File: config.mk
export PLATFORM = sky130hd
export DESIGN_NAME = serial_ir_ctrl
export DESIGN_NICKNAME = d
export VERILOG_FILES = /design/src/core/link_pkg.sv /design/src/core/serial_ir_ctrl.sv /design/src/core/link_rx.sv
export VERILOG_INCLUDE_DIRS = /design/src /design/src/core
export SDC_FILE = /design/constraint.sdc
export NUM_CORES = 1
export LEC_CHECK = 0
export ABC_CLOCK_PERIOD_IN_PS = 3800
export BUFFER_PORTS_ARGS = -buffer_cell sky130_fd_sc_hd__buf_4
export CAP_MARGIN = 20
export CELL_PAD_IN_SITES_DETAIL_PLACEMENT = 2
export CELL_PAD_IN_SITES_GLOBAL_PLACEMENT = 2
export CORE_ASPECT_RATIO = 1.75
export CORE_UTILIZATION = 40
export CTS_CLUSTER_SIZE = 20
export DETAILED_ROUTE_END_ITERATION = 10
export PLACE_DENSITY = 0.85
export SYNTH_ARGS = -nofsm -noshare
export SYNTH_HDL_FRONTEND = slang
export SYNTH_HIERARCHICAL = 1
export SYNTH_SLANG_ARGS = --single-unit
File: constraint.sdc
create_clock -name clk -period 3.8 [get_ports clk]
set_input_delay 0.38 -clock clk [delete_from_list [all_inputs] [get_ports clk]]
set_output_delay 0.38 -clock clk [all_outputs]
set_load 0.005 [all_outputs]
File: src/core/link_regs.svh
`ifndef LINK_REGS_SVH
`define LINK_REGS_SVH
`define OFF_DATA 3'h0
`define OFF_XCTL 3'h2
`define OFF_BANK 3'h3
`define OFF_MODE_CTL 3'h4
`define OFF_LSTAT 3'h5
`define BANK_XCTL 3'h2
`define XCTL_EXT_BIT 0
`define XCTL_LOOP_BIT 4
`define MODE_LOOP_BIT 4
`define BSE_BIT 7
`define LS_RESET 8'h60
`define CTL_RESET 8'h00
`define FIFO_DEPTH 5'h10
`define CLK_HZ 100000000
`define BAUD_HZ 115200
`define BAUD16_DIV (`CLK_HZ / (`BAUD_HZ * 16))
`define MID_TICK 4'h7
`define END_TICK 4'hf
`endif

File: src/core/link_pkg.sv
package link_pkg;
  // Receiver states, one-hot
  typedef enum logic [5:0] {
    RX_IDLE = 6'h01,
    RX_START = 6'h02,
    RX_DATA = 6'h04,
    RX_PAR = 6'h08,
    RX_STOP = 6'h10,
    RX_RESYNC = 6'h20
  } rx_state_t;
  // Operating modes of the mode field
  typedef enum logic [2:0] {
    MODE_SERIAL = 3'h0,
    MODE_ASK_IR = 3'h2,
    MODE_SER_IR = 3'h3,
    MODE_REMOTE_IR = 3'h6
  } op_mode_t;
endpackage : link_pkg

File: src/core/serial_ir_ctrl.sv
`timescale 1ns/1ps
`default_nettype none
`include "link_regs.svh"
module serial_ir_ctrl (
  input wire logic clk, // System clock, 100 MHz
  input wire logic nrst, // Async reset, active low
  input wire logic [2:0] addr, // Register offset
  input wire logic [7:0] wdata, // Write data
  input wire logic wr, // Write strobe
  input wire logic rd, // Read strobe
  output logic [7:0] rdata, // Read data, cycle after rd
  input wire logic dma_rd, // DMA read of receive data
  input wire logic rx_line, // Serial receive input
  input wire logic fifo_enable, // FIFOs enabled
  input wire logic rx_soft_reset, // Receiver soft reset pulse
  input wire logic tx_ready, // Transmit holding empty
  input wire logic tx_empty, // Transmitter fully idle
  input wire logic ls_int_enable, // Link status interrupt enable
  input wire logic irq_request, // Interrupt from source logic
  input wire logic cts_n, // Clear to send pin
  input wire logic dsr_n, // Data set ready pin
  input wire logic ri_n, // Ring indicate pin
  input wire logic dcd_n, // Carrier detect pin
  output logic dtr_n, // Terminal ready pin
  output logic rts_n, // Request to send pin
  output logic [3:0] modem_lines, // {dcd,ri,dsr,cts}, active high
  output logic irq_out, // Gated interrupt output
  output logic ls_irq, // Link status interrupt pending
  output logic [7:0] link_control, // Character format register
  output logic [2:0] bank_selected, // Decoded bank
  output logic bank_reserved, // Bank code is reserved
  output link_pkg::op_mode_t operating_mode, // Effective mode
  output logic dma_enable, // DMA operation enabled
  output logic transmit_deferral, // Deferral in effect
  output logic fifo_flush, // Flush both FIFOs, pulse
  output logic aux_clear, // Clear auxiliary register, pulse
  output logic loopback // Loopback active
);
  import link_pkg::*;
  localparam logic [7:0] LS_RST = `LS_RESET;
  localparam logic [15:0] BAUD_DIV = 16'(`BAUD16_DIV);
  localparam int DEPTH = int'(`FIFO_DEPTH);
  // ---------------------------------------------------------------
  // Bank decoding
  // ---------------------------------------------------------------
  // Returns {reserved, bank}
  function automatic logic [3:0] bank_of(input logic [7:0] b);
    logic [3:0] r;
    r = 4'h8;
    if (!b[`BSE_BIT]) begin
      r = 4'h0;
    end else if (!b[6] || b[1] || b[0]) begin
      r = 4'h1;
    end else if (b[5] && (b[4:2] < 3'h6)) begin
      r = {1'b0, 3'(b[4:2] + 3'h2)};
    end
    return r;
  endfunction : bank_of

  logic [7:0] bank_q;
  logic [7:0] lcr_q;
  logic [3:0] ctl_q;
  logic loop_q;
  logic ext_q;
  op_mode_t mode_q;
  wire logic [3:0] cur_bank = bank_of(bank_q);
  wire logic [3:0] new_bank = bank_of(wdata);
  wire logic in_bank0 = (cur_bank == 4'h0);
  wire logic in_xbank = (cur_bank == {1'b0, `BANK_XCTL});

  // Address selects, offset 3 answers in every bank
  wire logic sel_bank = (addr == `OFF_BANK);
  wire logic sel_data = in_bank0 && (addr == `OFF_DATA);
  wire logic sel_mode = in_bank0 && (addr == `OFF_MODE_CTL);
  wire logic sel_stat = in_bank0 && (addr == `OFF_LSTAT);
  wire logic sel_xctl = in_xbank && (addr == `OFF_XCTL);

  wire logic wr_bank = wr && sel_bank;
  wire logic wr_mode = wr && sel_mode;
  wire logic wr_xctl = wr && sel_xctl;
  wire logic rd_stat = rd && sel_stat;
  // The status register has no write path at all
  wire logic wr_stat_ignored = wr && sel_stat;

  // Format register only follows codes for banks 0 and 1
  wire logic lcr_take = wr_bank && (new_bank[3:2] == 2'b00) && !new_bank[1];

  // Mode field changes only through the extended view
  wire logic mode_chg = wr_mode && ext_q && (wdata[7:5] != mode_q);

  // ---------------------------------------------------------------
  // Control registers
  // ---------------------------------------------------------------
  always_ff @(posedge clk or negedge nrst) begin
    if (!nrst) begin
      bank_q <= `CTL_RESET;
      lcr_q <= `CTL_RESET;
      ctl_q <= 4'h0;
      loop_q <= 1'b0;
      ext_q <= 1'b0;
      mode_q <= MODE_SERIAL;
    end else begin
      if (wr_bank) bank_q <= wdata;
      if (lcr_take) lcr_q <= wdata;
      if (wr_mode) begin
        ctl_q <= wdata[3:0];
        // Legacy view owns loopback, extended view owns the mode
        if (!ext_q) loop_q <= wdata[`MODE_LOOP_BIT];
        else mode_q <= op_mode_t'(wdata[7:5]);
      end
      if (wr_xctl) begin
        ext_q <= wdata[`XCTL_EXT_BIT];
        loop_q <= wdata[`XCTL_LOOP_BIT];
      end
    end
  end

  // ---------------------------------------------------------------
  // Derived control
  // ---------------------------------------------------------------
  wire op_mode_t eff_mode = ext_q ? mode_q : MODE_SERIAL;
  // Parity, framing and break only mean something in framed modes
  wire logic framed = (eff_mode == MODE_SERIAL) || (eff_mode == MODE_ASK_IR) ||
                      (eff_mode == MODE_SER_IR);
  // Remote-control mode always runs with FIFOs on
  wire logic fifo_on = fifo_enable || (eff_mode == MODE_REMOTE_IR);
  wire logic gate_on = ext_q || loop_q || ctl_q[3];

  assign operating_mode = eff_mode;
  assign loopback = loop_q;
  assign link_control = lcr_q;
  assign bank_selected = cur_bank[2:0];
  assign bank_reserved = cur_bank[3];
  assign dma_enable = ext_q && ctl_q[2];
  assign transmit_deferral = ext_q && ctl_q[3] && fifo_enable;
  assign irq_out = irq_request && gate_on;

  // Modem lines seen by status logic, active high
  wire logic [3:0] loop_legacy = {ctl_q[3], ctl_q[2], ctl_q[0], ctl_q[1]};
  wire logic [3:0] loop_ext = {ctl_q[1], ctl_q[0], ctl_q[0], ctl_q[1]};
  wire logic [3:0] pin_lines = {~dcd_n, ~ri_n, ~dsr_n, ~cts_n};
  wire logic [3:0] lines_d = !loop_q ? pin_lines : (ext_q ? loop_ext : loop_legacy);

  // ---------------------------------------------------------------
  // Pin and pulse outputs
  // ---------------------------------------------------------------
  // Pins idle high in loopback since the modem side is cut off
  always_ff @(posedge clk or negedge nrst) begin
    if (!nrst) begin
      dtr_n <= 1'b1;
      rts_n <= 1'b1;
      modem_lines <= 4'h0;
      fifo_flush <= 1'b0;
      aux_clear <= 1'b0;
    end else begin
      dtr_n <= !(ctl_q[0] && !loop_q);
      rts_n <= !(ctl_q[1] && !loop_q);
      modem_lines <= lines_d;
      fifo_flush <= mode_chg;
      aux_clear <= mode_chg;
    end
  end

  // ---------------------------------------------------------------
  // Receiver and bit rate divider
  // ---------------------------------------------------------------
  logic [15:0] div_q;
  wire logic tick = (div_q == BAUD_DIV - 16'h1);
  always_ff @(posedge clk or negedge nrst) begin
    if (!nrst) div_q <= 16'h0000;
    else div_q <= tick ? 16'h0000 : div_q + 16'h1;
  end

  logic rx_done;
  logic [7:0] rx_data;
  logic rx_perr;
  logic rx_ferr;
  logic rx_brk;
  link_rx u_rx (
    .clk(clk),
    .nrst(nrst),
    .clear(rx_soft_reset),
    .tick(tick),
    .line(loop_q ? 1'b1 : rx_line),
    .wls(lcr_q[1:0]),
    .pen(lcr_q[3]),
    .eps(lcr_q[4]),
    .stk(lcr_q[5]),
    .done(rx_done),
    .data(rx_data),
    .perr(rx_perr),
    .ferr(rx_ferr),
    .brk(rx_brk)
  );

  // ---------------------------------------------------------------
  // Receive store: one-entry holding register or full FIFO
  // ---------------------------------------------------------------
  // Each entry carries {break, framing, parity, data}
  logic [10:0] mem_q [DEPTH];
  logic [3:0] wp_q;
  logic [3:0] rp_q;
  logic [4:0] cnt_q;
  wire logic [10:0] rx_word = {rx_brk, rx_ferr, rx_perr, rx_data};
  wire logic [4:0] cap = fifo_on ? `FIFO_DEPTH : 5'h01;
  wire logic full = (cnt_q >= cap);
  wire logic flush = mode_chg || rx_soft_reset;
  wire logic data_rd = dma_rd || (rd && sel_data);
  wire logic pop = data_rd && (cnt_q != 5'h00);
  wire logic push = rx_done && !full;
  wire logic overrun = rx_done && full;
  // A character reaches the head when pushed into an empty store or
  // when the entry in front of it is popped
  wire logic many = (cnt_q > 5'h01);
  wire logic reveal = (pop && (many || push)) || (push && (cnt_q == 5'h00));
  wire logic [10:0] head_next = (pop && many) ? mem_q[rp_q + 4'h1] : rx_word;
  wire logic [10:0] head = mem_q[rp_q];

  always_ff @(posedge clk) begin
    if (push) mem_q[wp_q] <= rx_word;
  end

  always_ff @(posedge clk or negedge nrst) begin
    if (!nrst) begin
      wp_q <= 4'h0;
      rp_q <= 4'h0;
      cnt_q <= 5'h00;
    end else if (flush) begin
      wp_q <= 4'h0;
      rp_q <= 4'h0;
      cnt_q <= 5'h00;
    end else begin
      if (push) wp_q <= wp_q + 4'h1;
      if (pop) rp_q <= rp_q + 4'h1;
      cnt_q <= cnt_q + {4'h0, push} - {4'h0, pop};
    end
  end

  // ---------------------------------------------------------------
  // Link status
  // ---------------------------------------------------------------
  logic [3:0] err_q; // {break, framing, parity, overrun}
  logic txrdy_q;
  logic txemp_q;
  logic ls_pend_q;
  wire logic show = reveal && framed && !flush;
  // Break, framing and parity errors become visible only when their character is at the head; overrun is set at once
  wire logic [3:0] err_set = {show && head_next[10], // break
                              show && head_next[9],
                              show && head_next[8],
                              overrun && !flush};
  wire logic err_clr = rd_stat || rx_soft_reset;
  // New events win over a status-read clear in the same cycle
  wire logic [3:0] err_d = (err_q & ~{4{err_clr}}) | err_set;
  wire logic pend_clr = rd_stat || rx_soft_reset || mode_chg;
  wire logic pend_d = (ls_pend_q && !pend_clr) || (|err_set);
  wire logic rx_avail = (cnt_q != 5'h00);
  wire logic [7:0] lstat = {1'b0, txemp_q, txrdy_q, err_q, rx_avail};

  always_ff @(posedge clk or negedge nrst) begin
    if (!nrst) begin
      err_q <= LS_RST[4:1];
      txrdy_q <= LS_RST[5];
      txemp_q <= LS_RST[6];
      ls_pend_q <= 1'b0;
    end else begin
      err_q <= err_d;
      txrdy_q <= tx_ready;
      txemp_q <= tx_empty;
      ls_pend_q <= pend_d;
    end
  end
  assign ls_irq = ls_pend_q && ls_int_enable;

  // ---------------------------------------------------------------
  // Read data
  // ---------------------------------------------------------------
  wire logic [7:0] mode_view = ext_q ? {mode_q, 1'b0, ctl_q} : {3'h0, loop_q, ctl_q};
  wire logic [7:0] xctl_view = {3'h0, loop_q, 3'h0, ext_q};
  wire logic [7:0] head_data = (cnt_q != 5'h00) ? head[7:0] : 8'h00;
  wire logic [7:0] rd_val = dma_rd ? head_data :
                            sel_bank ? bank_q :
                            sel_data ? head_data :
                            sel_mode ? mode_view :
                            sel_stat ? lstat :
                            sel_xctl ? xctl_view : 8'h00;

  // Data stand for exactly the cycle after the strobe
  always_ff @(posedge clk or negedge nrst) begin
    if (!nrst) rdata <= 8'h00;
    else rdata <= (rd || dma_rd) ? rd_val : 8'h00;
  end

  // Unused in logic: a status write is dropped on purpose
  wire logic unused_ok = wr_stat_ignored;

endmodule : serial_ir_ctrl
`default_nettype wire

File: src/core/link_rx.sv
`timescale 1ns/1ps
`default_nettype none
`include "link_regs.svh"
module link_rx (
  input wire logic clk, // System clock
  input wire logic nrst, // Async reset, active low
  input wire logic clear, // Soft reset of the receiver
  input wire logic tick, // 16x bit rate enable
  input wire logic line, // Serial input, idle high
  input wire logic [1:0] wls, // Character length code
  input wire logic pen, // Parity enable
  input wire logic eps, // Even parity select
  input wire logic stk, // Stick parity
  output logic done, // Character complete pulse
  output logic [7:0] data, // Received character
  output logic perr, // Parity mismatch
  output logic ferr, // Stop bit was zero
  output logic brk // All-zero frame
);
  import link_pkg::*;
  rx_state_t state_q;
  logic [3:0] cnt_q;
  logic [2:0] idx_q;
  logic [7:0] sh_q;
  logic px_q;
  logic pbit_q;
  wire logic mid = tick && (cnt_q == `MID_TICK);
  wire logic edge_end = tick && (cnt_q == `END_TICK);
  wire logic last_bit = (idx_q == {1'b1, wls});
  wire logic par_exp = stk ? ~eps : (eps ? px_q : ~px_q);
  // Data is shifted in LSB first, so short characters need realigning
  wire logic [7:0] aligned = sh_q >> (2'h3 - wls);
  // ---------------------------------------------------------------
  // Frame sequencer
  // ---------------------------------------------------------------
  always_ff @(posedge clk or negedge nrst) begin
    if (!nrst) begin
      state_q <= RX_IDLE;
      cnt_q <= 4'h0;
      idx_q <= 3'h0;
      sh_q <= 8'h00;
      px_q <= 1'b0;
      pbit_q <= 1'b0;
      done <= 1'b0;
      data <= 8'h00;
      perr <= 1'b0;
      ferr <= 1'b0;
      brk <= 1'b0;
    end else begin
      done <= 1'b0;
      if (tick) cnt_q <= cnt_q + 4'h1;
      if (clear) begin
        state_q <= RX_IDLE;
      end else begin
        case (state_q)
          RX_IDLE: if (!line) begin
            state_q <= RX_START;
            cnt_q <= 4'h0;
          end
          RX_START: if (mid) begin
            state_q <= line ? RX_IDLE : RX_DATA;
            cnt_q <= 4'h0;
            idx_q <= 3'h0;
            px_q <= 1'b0;
          end
          RX_DATA: if (edge_end) begin
            sh_q <= {line, sh_q[7:1]};
            px_q <= px_q ^ line;
            idx_q <= idx_q + 3'h1;
            if (last_bit) state_q <= pen ? RX_PAR : RX_STOP;
          end
          RX_PAR: if (edge_end) begin
            pbit_q <= line;
            state_q <= RX_STOP;
          end
          RX_STOP: if (edge_end) begin
            done <= 1'b1;
            data <= aligned;
            perr <= pen && (pbit_q != par_exp);
            ferr <= !line;
            brk <= !line && (aligned == 8'h00) && !(pen && pbit_q);
            // A bad stop bit is followed by a resync look at the next bit
            state_q <= line ? RX_IDLE : RX_RESYNC;
          end
          RX_RESYNC: if (edge_end) begin
            // A zero here is taken as a start bit already centred
            state_q <= line ? RX_IDLE : RX_DATA;
            idx_q <= 3'h0;
            px_q <= 1'b0;
          end
          default: state_q <= RX_IDLE;
        endcase
      end
    end
  end
endmodule : link_rx
`default_nettype wire

; After elaboration in Yosys (flattened, before gate mapping)
; Memory sizes are Yosys's and may differ from the RTL's.
; Cells that the tools add are included.
[totals]
ff_bits = 111
latchBits = 0
mem_bits_rw = 176
romBits = 0
in_bits = 27
out_inout_bits = 36
word_cells = 238
n_memories = 1
[classes]
n_addsub = 10
multipliers = 0
div_mod_pow = 0
magnitude_cmp = 4
eq_ne = 31
shifts = 1
n_mux = 62
n_bitwise = 11
n_reduce_logical = 88
[memory_table]
columns = memory, depth, word_bits, rd, rd_clocked_by_memory_dff, write_ports, line_no
row1 = mem_q, 16, 11, 2, 0, 1, serial_ir_ctrl.sv:200  ; logic [10:0] mem_q [DEPTH];
[op_table]
columns = cell, n
row1 = $mux 4, 16
row2 = $mux 8, 7
row3 = $mux 6, 9
row4 = $logic_and 1x1->1, 41
row5 = $pmux 6 s6, 1
row6 = $mux 5, 4
row7 = $ne 3x2->1 const B, 6
row8 = $logic_or 1x1->1, 17
row9 = $add 16x1->16 const B, 1
row10 = $eq 16x6->1 const B, 1
row11 = $mux 16, 1
row12 = $mux 3, 5
row13 = $mux 1, 14
row14 = $add 4x1->4 const B, 3
row15 = $eq 3x2->1 const B, 4
row16 = $logic_not 1->1, 11
row17 = $mux 11, 1
row18 = $eq 3x3->1 const B, 3
row19 = $pmux 3 s3, 1
row20 = $reduce_and 3->1, 3
row21 = $logic_not 8->1, 1
row22 = $ne 2x1->1 const B, 4
row23 = $pmux 4 s2, 1
row24 = $shr 8x2->8, 1
row25 = 39 further kinds, 51

; Logic depth before layout (Yosys ltp)
[logic_depth]
ltp_word = 17
depth_mapped = 16

; Hierarchy
; Netlist, hierarchy kept.
[by_module_without_submodules]
columns = module, instances, cells_per_inst, area_per_inst_um2
row1 = serial_ir_ctrl, 1, 690, 10729.0
row2 = link_rx, 1, 202, 1949.4

; Least setup slack after synthesis
; No wires, ideal clock.
[synth_timing]
path_kind = register to register
startpoint = reg ext_q
endpoint = reg cnt_q[4] (netlist name)
t_arrival_ns = 3.513
required_time_ns = 3.722
slack_ns = 0.210
path_stages_with_launch = 17
period_less_slack_ns = 3.590
path_cell_list = dfrtp_1 -> inv_1 -> nor2_1 -> a31oi_1 -> ha_1 -> nand3b_1 -> a41oi_1 -> nor3b_1 -> inv_1 -> ha_1 -> inv_1 -> ha_1 -> fa_1 -> a21oi_1 -> nor2_1 -> or3_1 -> a21oi_1
[synth_rtl]
columns = item, line_no
row1 = from (decl), serial_ir_ctrl.sv:64  ; logic ext_q;
row2 = from (signal assigned), serial_ir_ctrl.sv:112  ; ext_q <= wdata[`XCTL_EXT_BIT];

==> results.yml <==
timing:
  worst_pin_slew_ps: 856
  fmax_mhz: 278
  finalCriticalPeriod_ps: 3600
  grt_setup_unrepaired: "no"
  fin_skew_ps: 13.8
  finalHoldViolations: 0
  relSlewSlack: 0.424
  tns_ps: 0
  drv_slew: 0
  finalSetupViolCount: 0
  final.period_utilization: 0.947
placed_design:
  place.gp.congestion: 0.828
  place_inst: 1320
  dpl.hpwl_mm: 25.3
  port_buffers: 62
routing:
  post_drt_wl_per_cell_um: 26.1
  dr.pass1.iters: 5
  drcViolationCount: 0
  drt_wl_total_mm: 35.9
  via_per_inst: 5.80
  vias: 7977
  first_iter_violations: 454
  ant_nets: 0
clocking:
  clk_pin_slew_ps: 60
  clock-sinks: 287
  cts_buffer_depth: 3
  postCtsSetupBuffers: 0
  h-tree-depth: 1
  cts_buffers: 27
  cts_root_buf: "clkbuf_16"
  tritoncts: "built"
  clk_latency_ps: 570
worst_setup_path:
  crit_required_ps: 4280
  worstRegToRegCells: 14
  cp.arrival_ps: 4080
  cp-end-kind: "flip-flop"
  crit_type: "reg2reg"
  cp-start-kind: "flip-flop"
  cp_max_fo: 5
layout:
  fin_nets: 1015
  nFillCells: 2953
  drive_gt1_frac: 0.191
  final_cells: 1376
  final_core_util: 0.469
  area_growth_pct: 14.5
  antenna_cells: 0
synthesis:
  synth_ff_type: "edfxtp_1"
  synthCells: 892
  synth_async_sr_flop_share: 0.387
  synthDistinctLibCells: 73
  synth-edff-count: 176
  ys_ff_latch: 287
  syn_area_um2: 12700
  yosys_warnings: 6
  syn_area_per_cell_um2: 14.2
  synth_seq_area_share: 0.636
  syn_nets: 943
min_path:
  min_path_cells: 2
  hold_path.class: "in2reg"
floorplan:
  start_util: 0.410
  num_rows: 85
  dieHeight_um: 238
  coreArea_um2: 30900
  fp.dieW_um: 137
  io_pins: 63
  die_area_um2: 32400
grt:
  grt_pass1_vias: 9030
  grt_use_total: 0.232
  antenna_found_initial: 1
  grt_pass1_wl_mm: 55.3
  overflow: 0
  grt_max_degree: 103
power_and_ir_drop:
  p_per_area_nw_per_um2: 565
  p_leak_nw: 5.66
  peakVddDrop_v: 0.000349
status:
  status: "complete, no violations"
run:
  max_cap_viol_count: 0
-- layout make-up --
type	instances	area [um^2]	share of cell area
flip-flops and latches	287	8070	0.556
multi-input cells	528	4290	0.296
clock buffers	41	778	0.0536
repair buffers	82	643	0.0443
well taps	391	489	0.0337
inverters	38	143	0.00982
clock inverters	9	103	0.00707
-- cells in the final DEF, fill, tap and decap left out, types with 23 or more instances in the layout --
cell type / Yosys / layout
mux4_2: 29 / 29
mux2_2: 31 / 31
ha_1: 23 / 23
dfrtp_1: 106 / 105
edfxtp_1: 176 / 176
o21ai_0: 31 / 30
nand2_1: 56 / 56
nor2_1: 42 / 42
clkbuf_16: 0 / 27
buf_4: 5 / 75
mux2i_1: 50 / 50
inv_1: 37 / 37
-- cells by family (layout without fill, tap and decap cells) --
logic type / after synthesis / after routing / share of synthesized area
DFF: 287 / 287 / 0.636
and+or+nand+nor: 214 / 214 / 0.0876
AOI/OAI and AO/OA: 139 / 139 / 0.0786
muxes: 114 / 114 / 0.122
buffers and inverters: 77 / 170 / 0.0255
xor gates and xnor gates: 37 / 37 / 0.0256
adders and majority gates: 24 / 24 / 0.0243
-- critical path, stage by stage, from the launching register on --
cell and delay (ps):
dfrtp_1 430, ha_1 330, or4b_1 620, o21ai_1 230, a41o_1 300, nand2_1 100, inv_1 70, ha_1 120
inv_1 40, ha_1 200, fa_1 400, a21oi_1 160, nor2_1 50, or3_1 300, a21oi_1 170
-- sequential cells by signal, summed over array words and instances, names as in the netlist, 3 cells and up --
name and count:
link_control 8, mode_q 3, wp_q 4, u_rx/sh_q 8, cnt_q 5, mem_q 176, u_rx/idx_q 3, u_rx/data 8
div_q 16, rdata 8, u_rx/cnt_q 4, modem_lines 4, rp_q 4, err_q 4, u_rx/state_q 6, bank_q 8
ctl_q 4
-- worst paths after layout --
path                                start             end  slack, ps
worst max-delay path            bank_q[3]        cnt_q[4]        200
worst min-delay path                dcd_n  modem_lines[3]         10
worst max register to register  bank_q[3]        cnt_q[4]        200
worst min register to register  div_q[15]       div_q[15]        480
max in group asynchronous            nrst         rp_q[0]       2770
min in group asynchronous            nrst        cnt_q[3]        180
-- Yosys cell counts, types with 8 or more instances --
cell type / instances / area [um^2]
o221ai_1: 22 / 193
and3_1: 9 / 56.3
nand3_1: 18 / 90.1
edfxtp_1: 176 / 5290
xnor2_1: 18 / 158
dfrtp_1: 106 / 2650
ha_1: 23 / 288
nor4_1: 8 / 50.1
inv_1: 37 / 139
mux2i_1: 50 / 500
xor2_1: 19 / 166
o21ai_0: 31 / 155
mux2_2: 31 / 349
a21oi_1: 22 / 110
nor2_1: 42 / 158
mux4_2: 29 / 653
o22ai_1: 10 / 62.6
nor3_1: 12 / 60.1
and2_1: 22 / 138
nand2_1: 56 / 210
clkbuf_1: 25 / 93.8
-- through the flow --
step	worst slack (ps)	area [um^2]	power, mW	hold WS [ps]
finish	200	14500	8.21	12.8
global route	12.8	14500	8.53	26.0
CTS	71.6	14500	8.28	13.6
detailed placement	132	13600	5.52	221
global placement	288	13600	5.42	219
floorplan	210	12700	4.87	84.4
-- power breakdown --
part | internal [mW] | switching (mW)
logic | 0.801 | 0.897
registers | 3.48 | 0.282
clock network | 1.55 | 1.20
total | 5.83 | 2.38
-- routing by layer --
layer,wire (um),vias to the layer above,global-route usage
li1,-,3527,-
met1,13400,4171,0.261
met2,19900,204,0.432
met3,1260,73,0.0303
met4,1340,2,0.0976
met5,13,-,0
-- repair_timing --
action	4_1_cts	5_1_grt
setup endpoints to repair	0	1
resized for setup	0	2
hold buffers	6	0
hold endpoints to repair	14	0
Power figures use the tool's default switching activity.
